`config.mk`:
```
export PLATFORM = sky130hd
export DESIGN_NAME = mseg_top
export DESIGN_NICKNAME = d
export VERILOG_FILES = /design/src/inc/mseg_pkg.sv /design/src/verilog/mseg_stage_sel.sv /design/src/verilog/mseg_tick_div.sv /design/src/verilog/mseg_top.sv
export SDC_FILE = /design/constraint.sdc
export NUM_CORES = 1
export LEC_CHECK = 0
export BUFFER_PORTS_ARGS = -buffer_cell sky130_fd_sc_hd__buf_2
export CAP_MARGIN = 20
export CORE_MARGIN = 2
export CORE_UTILIZATION = 65
export CTS_CLUSTER_DIAMETER = 40
export DETAILED_ROUTE_END_ITERATION = 8
export GPL_TIMING_DRIVEN = 0
export PLACE_DENSITY = 0.86
export SLEW_MARGIN = 10
export SYNTH_ARGS = -nofsm -noshare
export SYNTH_HDL_FRONTEND = slang
export SYNTH_SLANG_ARGS = --single-unit
```
`constraint.sdc`:
```
create_clock -name ref_clk -period 17.05 [get_ports ref_clk]
set_clock_uncertainty 0.15 [all_clocks]
set_input_delay 0.8525 -clock ref_clk [delete_from_list [all_inputs] [get_ports ref_clk]]
set_output_delay 0.8525 -clock ref_clk [all_outputs]
set_load 0.01 [all_outputs]
```
`src/inc/mseg_pkg.sv`:
```
// package of constants and types for the multistage envelope generator
// Functional notes
// - six stages: two attacks, decays, releases
// - gate rise walks attack/decay stages at targets
// - no repeat: hold second decay level
// - gate fall jumps to first release immediately
// - factory mode uses built-in stage set
// - repeat loops attack/decay while gated
// - attack times set rise duration
// - release times set fall duration, slower larger
// - cutoff offset by contour times signed amount
package mseg_pkg;

  // ----------------------------------------
  // register offsets
  // ----------------------------------------
  localparam logic [7:0] ADDR_CTRL   = 8'h00;
  localparam logic [7:0] ADDR_AMOUNT = 8'h04;
  localparam logic [7:0] ADDR_BASE   = 8'h08;
  localparam logic [7:0] ADDR_STATUS = 8'h0C;
  localparam logic [7:0] ADDR_CUTOFF = 8'h10;
  localparam logic [7:0] ADDR_STAGE0 = 8'h20;
  localparam logic [7:0] ADDR_STAGE5 = 8'h34;

  // ----------------------------------------
  // fields
  // ----------------------------------------
  localparam int CTRL_MODE_LSB   = 0;
  localparam int CTRL_REPEAT_BIT = 2;
  localparam int CTRL_ROUTE_BIT  = 3;
  localparam int STG_TIME_LSB    = 0;
  localparam int STG_LEVEL_LSB   = 8;
  localparam int STAT_STAGE_LSB  = 0;
  localparam int STAT_LEVEL_LSB  = 8;
  localparam int STAT_GATE_BIT   = 16;

  localparam logic [1:0] MODE_FACTORY = 2'h0;
  localparam logic [1:0] MODE_TIME    = 2'h1;
  localparam logic [1:0] MODE_TEMPO   = 2'h2;

  localparam logic [1:0] RESP_OKAY   = 2'h0;
  localparam logic [1:0] RESP_SLVERR = 2'h2;

  // ----------------------------------------
  // reset values
  // ----------------------------------------
  localparam logic [3:0]  CTRL_RST   = 4'h1;
  localparam logic [7:0]  AMOUNT_RST = 8'h00;
  localparam logic [7:0]  BASE_RST   = 8'hFF;
  localparam logic [15:0] STAGE_RST  = 16'h0000;

  // built-in stage set, stage 0 in low bits, {level,time}
  localparam logic [95:0] FACTORY_SET = {
    16'h0030, 16'h3320, 16'h8010, 16'hD808, 16'hFF04, 16'hA602
  };

  // ----------------------------------------
  // timing
  // ----------------------------------------
  localparam int CLK_HZ     = 125000000;
  localparam int SAMPLE_HZ  = 48000;
  localparam int SAMPLE_CYC = CLK_HZ / SAMPLE_HZ;

  // ----------------------------------------
  // stage states
  // ----------------------------------------
  typedef enum logic [2:0] {
    ST_IDLE = 3'b000,
    ST_ATK1 = 3'b001,
    ST_ATK2 = 3'b010,
    ST_DEC1 = 3'b011,
    ST_DEC2 = 3'b100,
    ST_REL1 = 3'b101,
    ST_REL2 = 3'b110
  } mseg_state_type;

endpackage

```
`src/verilog/mseg_stage_sel.sv`:
```
// selects the time and level of the active stage
`timescale 1ns/1ns
module mseg_stage_sel (
  input  wire logic [1:0]  mode,
  input  wire logic [2:0]  stage_idx,
  input  wire logic [95:0] prog_set,
  output logic      [7:0]  stage_time,
  output logic      [7:0]  stage_level
);

  logic [15:0] word;

  function automatic logic [15:0] pick(input logic [95:0] set,
                                       input logic [2:0]  idx);
    pick = set[idx*16 +: 16];
  endfunction

  // ----------------------------------------
  // source select
  // ----------------------------------------
  always_comb begin
    if (mode == mseg_pkg::MODE_FACTORY) begin
      word = pick(mseg_pkg::FACTORY_SET, stage_idx);
    end else begin
      word = pick(prog_set, stage_idx);
    end
    stage_time  = word[mseg_pkg::STG_TIME_LSB +: 8];
    stage_level = word[mseg_pkg::STG_LEVEL_LSB +: 8];
  end

endmodule

```
`src/verilog/mseg_tick_div.sv`:
```
// sample tick divider for the envelope generator
`timescale 1ns/1ns
module mseg_tick_div #(
  parameter int DIV = mseg_pkg::SAMPLE_CYC
) (
  input  wire logic ref_clk,
  input  wire logic sys_rst,
  output logic      tick
);

  logic [15:0] cnt_r;

  // ----------------------------------------
  // divider
  // ----------------------------------------
  always_ff @(posedge ref_clk or posedge sys_rst) begin
    if (sys_rst) begin
      cnt_r <= 16'h0000;
      tick  <= 1'b0;
    end else if (cnt_r == 16'(DIV - 1)) begin
      cnt_r <= 16'h0000;
      tick  <= 1'b1;
    end else begin
      cnt_r <= cnt_r + 16'h0001;
      tick  <= 1'b0;
    end
  end

endmodule

```
`src/verilog/mseg_top.sv`:
```
// envelope generator with cutoff routing and axi4-lite registers
`timescale 1ns/1ns
module mseg_top #(
  parameter int SAMPLE_DIV = mseg_pkg::SAMPLE_CYC
) (
  input  wire logic        ref_clk,
  input  wire logic        sys_rst,
  input  wire logic        key_gate,
  input  wire logic        voice_rst,
  output logic      [7:0]  contour_level,
  output logic      [7:0]  cutoff_destination,
  output logic      [2:0]  contour_stage,
  input  wire logic [7:0]  s_axi_awaddr,
  input  wire logic        s_axi_awvalid,
  output logic             s_axi_awready,
  input  wire logic [31:0] s_axi_wdata,
  input  wire logic [3:0]  s_axi_wstrb,
  input  wire logic        s_axi_wvalid,
  output logic             s_axi_wready,
  output logic      [1:0]  s_axi_bresp,
  output logic             s_axi_bvalid,
  input  wire logic        s_axi_bready,
  input  wire logic [7:0]  s_axi_araddr,
  input  wire logic        s_axi_arvalid,
  output logic             s_axi_arready,
  output logic      [31:0] s_axi_rdata,
  output logic      [1:0]  s_axi_rresp,
  output logic             s_axi_rvalid,
  input  wire logic        s_axi_rready
);

  // ----------------------------------------
  // declarations
  // ----------------------------------------
  logic [3:0]            ctrl_r;
  logic [7:0]            amount_r;
  logic [7:0]            base_r;
  logic [15:0]           stage_r [6];
  logic [95:0]           prog_set;
  logic [7:0]            aw_addr_r;
  logic                  aw_held_r;
  logic [31:0]           w_data_r;
  logic [3:0]            w_strb_r;
  logic                  w_held_r;
  logic                  wr_fire;
  logic                  wr_hit;
  logic [31:0]           rd_word;
  logic                  rd_hit;
  mseg_pkg::mseg_state_type state_r;
  logic [7:0]            presc_r;
  logic                  gate_r;
  logic                  tick;
  logic [2:0]            stage_idx;
  logic [7:0]            stage_time;
  logic [7:0]            stage_level;
  logic                  active;
  logic                  at_target;
  logic                  step_due;
  logic [7:0]            cutoff_nxt;

  // ----------------------------------------
  // helpers
  // ----------------------------------------
  function automatic logic [31:0] merge(input logic [31:0] old,
                                        input logic [31:0] val,
                                        input logic [3:0]  strb);
    logic [31:0] res;
    res = old;
    for (int i = 0; i < 4; i++) begin
      if (strb[i]) begin
        res[i*8 +: 8] = val[i*8 +: 8];
      end
    end
    merge = res;
  endfunction

  function automatic logic stage_addr(input logic [7:0] a);
    stage_addr = (a >= mseg_pkg::ADDR_STAGE0) &&
                 (a <= mseg_pkg::ADDR_STAGE5) && (a[1:0] == 2'h0);
  endfunction

  function automatic logic [2:0] stage_of(input logic [7:0] a);
    logic [7:0] d;
    d = a - mseg_pkg::ADDR_STAGE0;
    stage_of = d[4:2];
  endfunction

  function automatic logic [7:0] clamp8(input logic signed [17:0] v);
    if (v < 18'sd0) begin
      clamp8 = 8'h00;
    end else if (v > 18'sd255) begin
      clamp8 = 8'hFF;
    end else begin
      clamp8 = v[7:0];
    end
  endfunction

  // ----------------------------------------
  // write channel
  // ----------------------------------------
  assign wr_fire = aw_held_r && w_held_r && !s_axi_bvalid;
  assign wr_hit  = (aw_addr_r == mseg_pkg::ADDR_CTRL) ||
                   (aw_addr_r == mseg_pkg::ADDR_AMOUNT) ||
                   (aw_addr_r == mseg_pkg::ADDR_BASE) ||
                   stage_addr(aw_addr_r);

  always_ff @(posedge ref_clk or posedge sys_rst) begin
    if (sys_rst) begin
      aw_held_r     <= 1'b0;
      aw_addr_r     <= 8'h00;
      s_axi_awready <= 1'b0;
    end else if (s_axi_awvalid && s_axi_awready) begin
      aw_held_r     <= 1'b1;
      aw_addr_r     <= s_axi_awaddr;
      s_axi_awready <= 1'b0;
    end else if (wr_fire) begin
      aw_held_r     <= 1'b0;
    end else begin
      s_axi_awready <= !aw_held_r && !s_axi_awready;
    end
  end

  always_ff @(posedge ref_clk or posedge sys_rst) begin
    if (sys_rst) begin
      w_held_r     <= 1'b0;
      w_data_r     <= 32'h0000_0000;
      w_strb_r     <= 4'h0;
      s_axi_wready <= 1'b0;
    end else if (s_axi_wvalid && s_axi_wready) begin
      w_held_r     <= 1'b1;
      w_data_r     <= s_axi_wdata;
      w_strb_r     <= s_axi_wstrb;
      s_axi_wready <= 1'b0;
    end else if (wr_fire) begin
      w_held_r     <= 1'b0;
    end else begin
      s_axi_wready <= !w_held_r && !s_axi_wready;
    end
  end

  always_ff @(posedge ref_clk or posedge sys_rst) begin
    if (sys_rst) begin
      s_axi_bvalid <= 1'b0;
      s_axi_bresp  <= mseg_pkg::RESP_OKAY;
    end else if (wr_fire) begin
      s_axi_bvalid <= 1'b1;
      s_axi_bresp  <= wr_hit ? mseg_pkg::RESP_OKAY
                             : mseg_pkg::RESP_SLVERR;
    end else if (s_axi_bready) begin
      s_axi_bvalid <= 1'b0;
    end
  end

  // ----------------------------------------
  // register file
  // ----------------------------------------
  always_ff @(posedge ref_clk or posedge sys_rst) begin
    if (sys_rst) begin
      ctrl_r   <= mseg_pkg::CTRL_RST;
      amount_r <= mseg_pkg::AMOUNT_RST;
      base_r   <= mseg_pkg::BASE_RST;
      for (int i = 0; i < 6; i++) begin
        stage_r[i] <= mseg_pkg::STAGE_RST;
      end
    end else if (wr_fire) begin
      if (aw_addr_r == mseg_pkg::ADDR_CTRL) begin
        ctrl_r <= 4'(merge({28'h0, ctrl_r}, w_data_r, w_strb_r));
      end
      if (aw_addr_r == mseg_pkg::ADDR_AMOUNT) begin
        amount_r <= 8'(merge({24'h0, amount_r}, w_data_r, w_strb_r));
      end
      if (aw_addr_r == mseg_pkg::ADDR_BASE) begin
        base_r <= 8'(merge({24'h0, base_r}, w_data_r, w_strb_r));
      end
      if (stage_addr(aw_addr_r)) begin
        stage_r[stage_of(aw_addr_r)] <= 16'(merge(
          {16'h0, stage_r[stage_of(aw_addr_r)]}, w_data_r, w_strb_r));
      end
    end
  end

  // ----------------------------------------
  // read channel
  // ----------------------------------------
  always_comb begin
    rd_hit  = 1'b1;
    rd_word = 32'h0000_0000;
    if (s_axi_araddr == mseg_pkg::ADDR_CTRL) begin
      rd_word = {28'h0, ctrl_r};
    end else if (s_axi_araddr == mseg_pkg::ADDR_AMOUNT) begin
      rd_word = {24'h0, amount_r};
    end else if (s_axi_araddr == mseg_pkg::ADDR_BASE) begin
      rd_word = {24'h0, base_r};
    end else if (s_axi_araddr == mseg_pkg::ADDR_STATUS) begin
      rd_word[mseg_pkg::STAT_STAGE_LSB +: 3] = state_r;
      rd_word[mseg_pkg::STAT_LEVEL_LSB +: 8] = contour_level;
      rd_word[mseg_pkg::STAT_GATE_BIT]       = gate_r;
    end else if (s_axi_araddr == mseg_pkg::ADDR_CUTOFF) begin
      rd_word = {24'h0, cutoff_destination};
    end else if (stage_addr(s_axi_araddr)) begin
      rd_word = {16'h0, stage_r[stage_of(s_axi_araddr)]};
    end else begin
      rd_hit = 1'b0;
    end
  end

  always_ff @(posedge ref_clk or posedge sys_rst) begin
    if (sys_rst) begin
      s_axi_arready <= 1'b0;
      s_axi_rvalid  <= 1'b0;
      s_axi_rdata   <= 32'h0000_0000;
      s_axi_rresp   <= mseg_pkg::RESP_OKAY;
    end else if (s_axi_arvalid && s_axi_arready) begin
      s_axi_arready <= 1'b0;
      s_axi_rvalid  <= 1'b1;
      s_axi_rdata   <= rd_word;
      s_axi_rresp   <= rd_hit ? mseg_pkg::RESP_OKAY
                              : mseg_pkg::RESP_SLVERR;
    end else if (s_axi_rvalid) begin
      s_axi_rvalid  <= !s_axi_rready;
    end else begin
      s_axi_arready <= !s_axi_arready;
    end
  end

  // ----------------------------------------
  // stage parameters and tick
  // ----------------------------------------
  always_comb begin
    for (int i = 0; i < 6; i++) begin
      prog_set[i*16 +: 16] = stage_r[i];
    end
  end

  assign stage_idx = (state_r == mseg_pkg::ST_IDLE) ? 3'h0
                                                    : state_r - 3'h1;

  mseg_stage_sel u_sel (
    .mode        (ctrl_r[mseg_pkg::CTRL_MODE_LSB +: 2]),
    .stage_idx   (stage_idx),
    .prog_set    (prog_set),
    .stage_time  (stage_time),
    .stage_level (stage_level)
  );

  mseg_tick_div #(
    .DIV (SAMPLE_DIV)
  ) u_div (
    .ref_clk (ref_clk),
    .sys_rst (sys_rst),
    .tick    (tick)
  );

  // ----------------------------------------
  // contour sequencer
  // ----------------------------------------
  assign active    = state_r != mseg_pkg::ST_IDLE;
  assign at_target = contour_level == stage_level;
  assign step_due  = tick && (presc_r >= stage_time);

  always_ff @(posedge ref_clk or posedge sys_rst) begin
    if (sys_rst) begin
      gate_r <= 1'b0;
    end else begin
      gate_r <= key_gate;
    end
  end

  always_ff @(posedge ref_clk or posedge sys_rst) begin
    if (sys_rst) begin
      state_r <= mseg_pkg::ST_IDLE;
    end else if (voice_rst) begin
      state_r <= mseg_pkg::ST_IDLE;
    end else if (key_gate && !gate_r) begin
      state_r <= mseg_pkg::ST_ATK1;
    end else if (!key_gate && gate_r && active &&
                 state_r != mseg_pkg::ST_REL2) begin
      state_r <= mseg_pkg::ST_REL1;
    end else if (tick && at_target) begin
      case (state_r)
        mseg_pkg::ST_ATK1: begin
          state_r <= mseg_pkg::ST_ATK2;
        end
        mseg_pkg::ST_ATK2: begin
          state_r <= mseg_pkg::ST_DEC1;
        end
        mseg_pkg::ST_DEC1: begin
          state_r <= mseg_pkg::ST_DEC2;
        end
        mseg_pkg::ST_DEC2: begin
          if (ctrl_r[mseg_pkg::CTRL_REPEAT_BIT]) begin
            state_r <= mseg_pkg::ST_ATK1;
          end
        end
        mseg_pkg::ST_REL1: begin
          state_r <= mseg_pkg::ST_REL2;
        end
        mseg_pkg::ST_REL2: begin
          state_r <= mseg_pkg::ST_IDLE;
        end
        default: begin
          state_r <= mseg_pkg::ST_IDLE;
        end
      endcase
    end
  end

  always_ff @(posedge ref_clk or posedge sys_rst) begin
    if (sys_rst) begin
      presc_r <= 8'h00;
    end else if (voice_rst || !active || step_due || at_target) begin
      presc_r <= 8'h00;
    end else if (tick) begin
      presc_r <= presc_r + 8'h01;
    end
  end

  always_ff @(posedge ref_clk or posedge sys_rst) begin
    if (sys_rst) begin
      contour_level <= 8'h00;
    end else if (voice_rst) begin
      contour_level <= 8'h00;
    end else if (active && step_due && !at_target) begin
      // level moves one step toward the stage level per period, up or down
      if (contour_level < stage_level) begin
        contour_level <= contour_level + 8'h01;
      end else begin
        contour_level <= contour_level - 8'h01;
      end
    end
  end

  always_ff @(posedge ref_clk or posedge sys_rst) begin
    if (sys_rst) begin
      contour_stage <= 3'h0;
    end else begin
      contour_stage <= state_r;
    end
  end

  // ----------------------------------------
  // cutoff routing
  // ----------------------------------------
  always_comb begin
    logic signed [17:0] prod;
    logic signed [17:0] sum;
    prod = $signed({{10{amount_r[7]}}, amount_r}) *
           $signed({10'h000, contour_level});
    sum  = $signed({10'h000, base_r}) + (prod >>> 7);
    if (ctrl_r[mseg_pkg::CTRL_ROUTE_BIT]) begin
      cutoff_nxt = clamp8(sum);
    end else begin
      cutoff_nxt = base_r;
    end
  end

  always_ff @(posedge ref_clk or posedge sys_rst) begin
    if (sys_rst) begin
      cutoff_destination <= mseg_pkg::BASE_RST;
    end else begin
      cutoff_destination <= cutoff_nxt;
    end
  end

endmodule
```
==> metrics.md <==
| Metric | Value |
|---|---|
| Rel. slew slack | 0.2367 |
| Die ar. | 0.02379 mm² |
| CTS Hold Bufs | 0 |
| DP Cell Count | 1777 |
| Top-Level Pins | 121 |
| Levels on crit path | 22 |
| Fraction of layout cells with a size suffix above 1 | 0.2470 |
| Sequential-to-total area share from yosys stat | 0.3699 |
| Via count | 12100 |
| Largest net degree at the start of global routing | 113 |
| Crit path DAT | 6.91 ns |
| Number of global-route vias before repair | 12180 |
| Tmin final | 6.645 ns |
| RSZ-0062 raised after global routing | no |
| Final Setup Violations | 0 |
| Post-DP HPWL | 29.18 mm |
| ANT nets after route | 0 |
| Most frequent cells in the layout | dfrtp_1, mux2_2, nand2_1 |
| Drt via density | 6.577 |
| Worst setup path endpoint | cutoff_destination[0] |
| Final nets | 1705 |
| 1st-iter DRT viols | 1502 |
| Critical Path Source Type | flip-flop |
| Peak Freq | 150.5 MHz |
| Reg-to-Reg Start | contour_level[3] |
| Synth Cell Area | 0.01467 mm² |
| Slowest stage cell, crit path | fa_1 |
| Final Non-Filler Cells | 1840 |
| Synthesized area per cell | 10.51 µm² |
| Number of port buffers | 84 |
| Worst Max-Slew Pin Slew | 1.141 ns |
| Avg WL per Cell | 22.50 µm |
| PwrDens | 110.0 mW/mm² |
| Largest stage delay, worst path | 0.52 ns |
| Die height | 154.2 µm |
| Maximum VDD drop | 0.1084 mV |
| Synthesis-to-finish area growth | 14.54% |
| TritonRoute pass-1 iters | 8 |
| Synth unique cells | 78 |
| Resize count post-CTS | 0 |
| Worst r2r path cells | 22 |
| Post-synth EDFFs | 0 |
| CTS tree | built |
| Reg2Reg Setup Slack | 10.40 ns |
| Htree depth | 2 |
| Initial core utilization | 0.6681 |
| Top FF cell, synth | dfrtp_1 |
| Filler instances | 1389 |
| Worst path bufs/invs | 2 |
| Reg-to-Reg End | cutoff_destination[0] |
| Reg clk slew, reported paths | 0.05 ns |
| Synth Instances | 1396 |
| Antenna violations before repair | 2 |
| Post-synth ARST share | 1.000 |
| Post-Route WL | 41.40 mm |
| Top delay family on crit path | adder cells |
| Most common cell after layout, fill and taps aside | dfrtp_1 |
| Sink Count | 216 |
| Most Frequent Cell on Critical Path | fa_1 |
| Setup CP Type | flip-flop to flip-flop |
| Worst min-delay path class | flip-flop to flip-flop |
| Worst EP required | 17.32 ns |
| Root Driver | clkbuf_16 |
| Worst skew pair latency | 0.52 ns |
| Worst-case clock buffer depth | 3 |
| Total Neg Setup Slack | 0 ns |
| CP endpoint kind | flip-flop |
| Warnings, synthesis | 0 |
| Grt total ovfl | 0 |
| # rows | 54 |
| Flop and latch count out of synthesis | 216 |
| Die X | 154.2 µm |
| LEAKAGE | 0.008077 µW |
| Fin. Hold Viols | 0 |
| Maxcap violations | 0 |
| Fin. max-slew vios | 0 |
| Final worst-path cycle share | 0.3897 |
| Total track usage | 0.3493 |
| Critical Path Source | contour_level[3] |
| # DRC | 0 |
| First-pass GRT wire length | 64.78 mm |
| Status | finished, final reports clean |
| Post-CTS setup buffers | 0 |
| Core ar. | 0.02196 mm² |
| Worst-path fanout max | 10 |
| CTS Buf Count | 35 |
| Placer Congestion | 0.9917 |
| Crit path cell chain | clkbuf_1 -> nand2_1 -> fa_1 -> fa_1 -> inv_1 -> fa_1 -> fa_1 -> ha_1 -> nand4_1 -> o211ai_2 -> o21a_1 -> nor2_1 -> xnor2_1 -> ha_1 -> a21o_1 -> a211oi_1 -> nor2_1 -> nor2_1 -> o21ai_0 -> o21ai_1 -> a21oi_4 -> a221o_1 |
-- how the worst min path moves through the flow --
stage | start | end | slack (ns) | depth (start not counted)
2_1_floorplan | state_r[1] | contour_stage[1] | 0.20 | 0
3_3_place_gp | state_r[0] | contour_stage[0] | 0.21 | 0
3_5_place_dp | state_r[0] | contour_stage[0] | 0.21 | 0
4_1_cts | state_r[0] | contour_stage[0] | 0.22 | 0
5_1_grt | state_r[0] | contour_stage[0] | 0.22 | 0
6_report | state_r[0] | contour_stage[0] | 0.22 | 0
-- metrics by stage --
step / util / instance area (µm²) / setup WS (ns) / power [µW] / hold WS, ns
2_1_floorplan: - / 14730 / 10.17 / 924.4 / 0.1987
3_3_place_gp: 0.7060 / 15500 / 8.011 / 1054 / 0.2148
3_5_place_dp: 0.7076 / 15540 / 10.49 / 1072 / 0.2148
4_1_cts: 0.7652 / 16800 / 10.43 / 1837 / 0.2176
5_1_grt: 0.7652 / 16800 / 10.07 / 1908 / 0.2249
6_report: 0.7653 / 16800 / 10.40 / 1849 / 0.2203
-- report_power, final --
| part | internal [µW] | total, µW | switching, µW |
|---|---|---|---|
| combinational | 169 | 436 | 267 |
| sequential | 581 | 649 | 68.6 |
| clock | 503 | 764 | 261 |
| total | 1250 | 1850 | 596 |
-- per-layer routing --
layer  wire [µm]  global-route usage  share of wire  vias up
met1       15780              0.4542           0.38     5871
met4        1959              0.1615          0.047        2
li1            -                   -              -     5213
met2       19070              0.5590           0.46      819
met3        4576             0.08434           0.11      196
met5          18                   0        0.00043        -
-- cells in the mapped netlist, drive strengths merged (8+ instances only) --
cell	instances	area, µm²
dfrtp	199	4980
dfstp	17	446.7
nand2	121	454.2
mux2	156	1757
o22ai	33	206.5
and2	42	262.8
mux4	36	810.8
xor2	16	140.1
nand3	25	130.1
a22oi	20	150.1
clkinv	10	37.54
and3	10	62.56
mux2i	47	470.5
buf	46	277.8
clkbuf	46	172.7
inv	79	296.5
xnor2	27	244.0
nor3	16	90.09
a21oi	58	309.0
nor2b	13	81.33
a221o	8	80.08
nand2b	11	68.82
nor2	87	329.1
o21ai	70	350.3
ha	73	913.4
fa	37	740.7
a21o	13	97.59
-- registers in the layout, indices dropped and copies added (netlist names), 2 cells and up --
name	count
ctrl_r	4
cutoff_destination	8
base_r	8
presc_r	8
prog_set	96
state_r	3
amount_r	8
contour_stage	3
u_div.cnt_r	16
w_data_r	16
w_strb_r	2
contour_level	8
s_axi_rdata	17
aw_addr_r	8
-- layout make-up --
type	instances	area, µm²	share of cell area
clock buffers	44	980.9	0.05837
diodes	1	2.502	0.0001489
multi-input cells	1015	8521	0.5070
flip-flops and latches	216	5426	0.3229
clock inverters	18	284.0	0.01690
plain buffers	92	450.4	0.02680
repair buffers	85	447.9	0.02665
inverters	89	341.6	0.02033
well taps	280	350.3	0.02085
-- cell families after synthesis --
logic type               Yosys count  share of synthesized area
AO/OA/AOI/OAI                    252                     0.1122
adder cells (fa/ha/maj)          110                     0.1127
buffers and inverters            181                    0.05347
AND/OR/NAND/NOR                  354                     0.1182
flip-flops                       216                     0.3699
multiplexers                     239                     0.2071
other                              1                  0.0002556
XOR/XNOR                          43                    0.02618
Power figures use the tool's default switching activity.
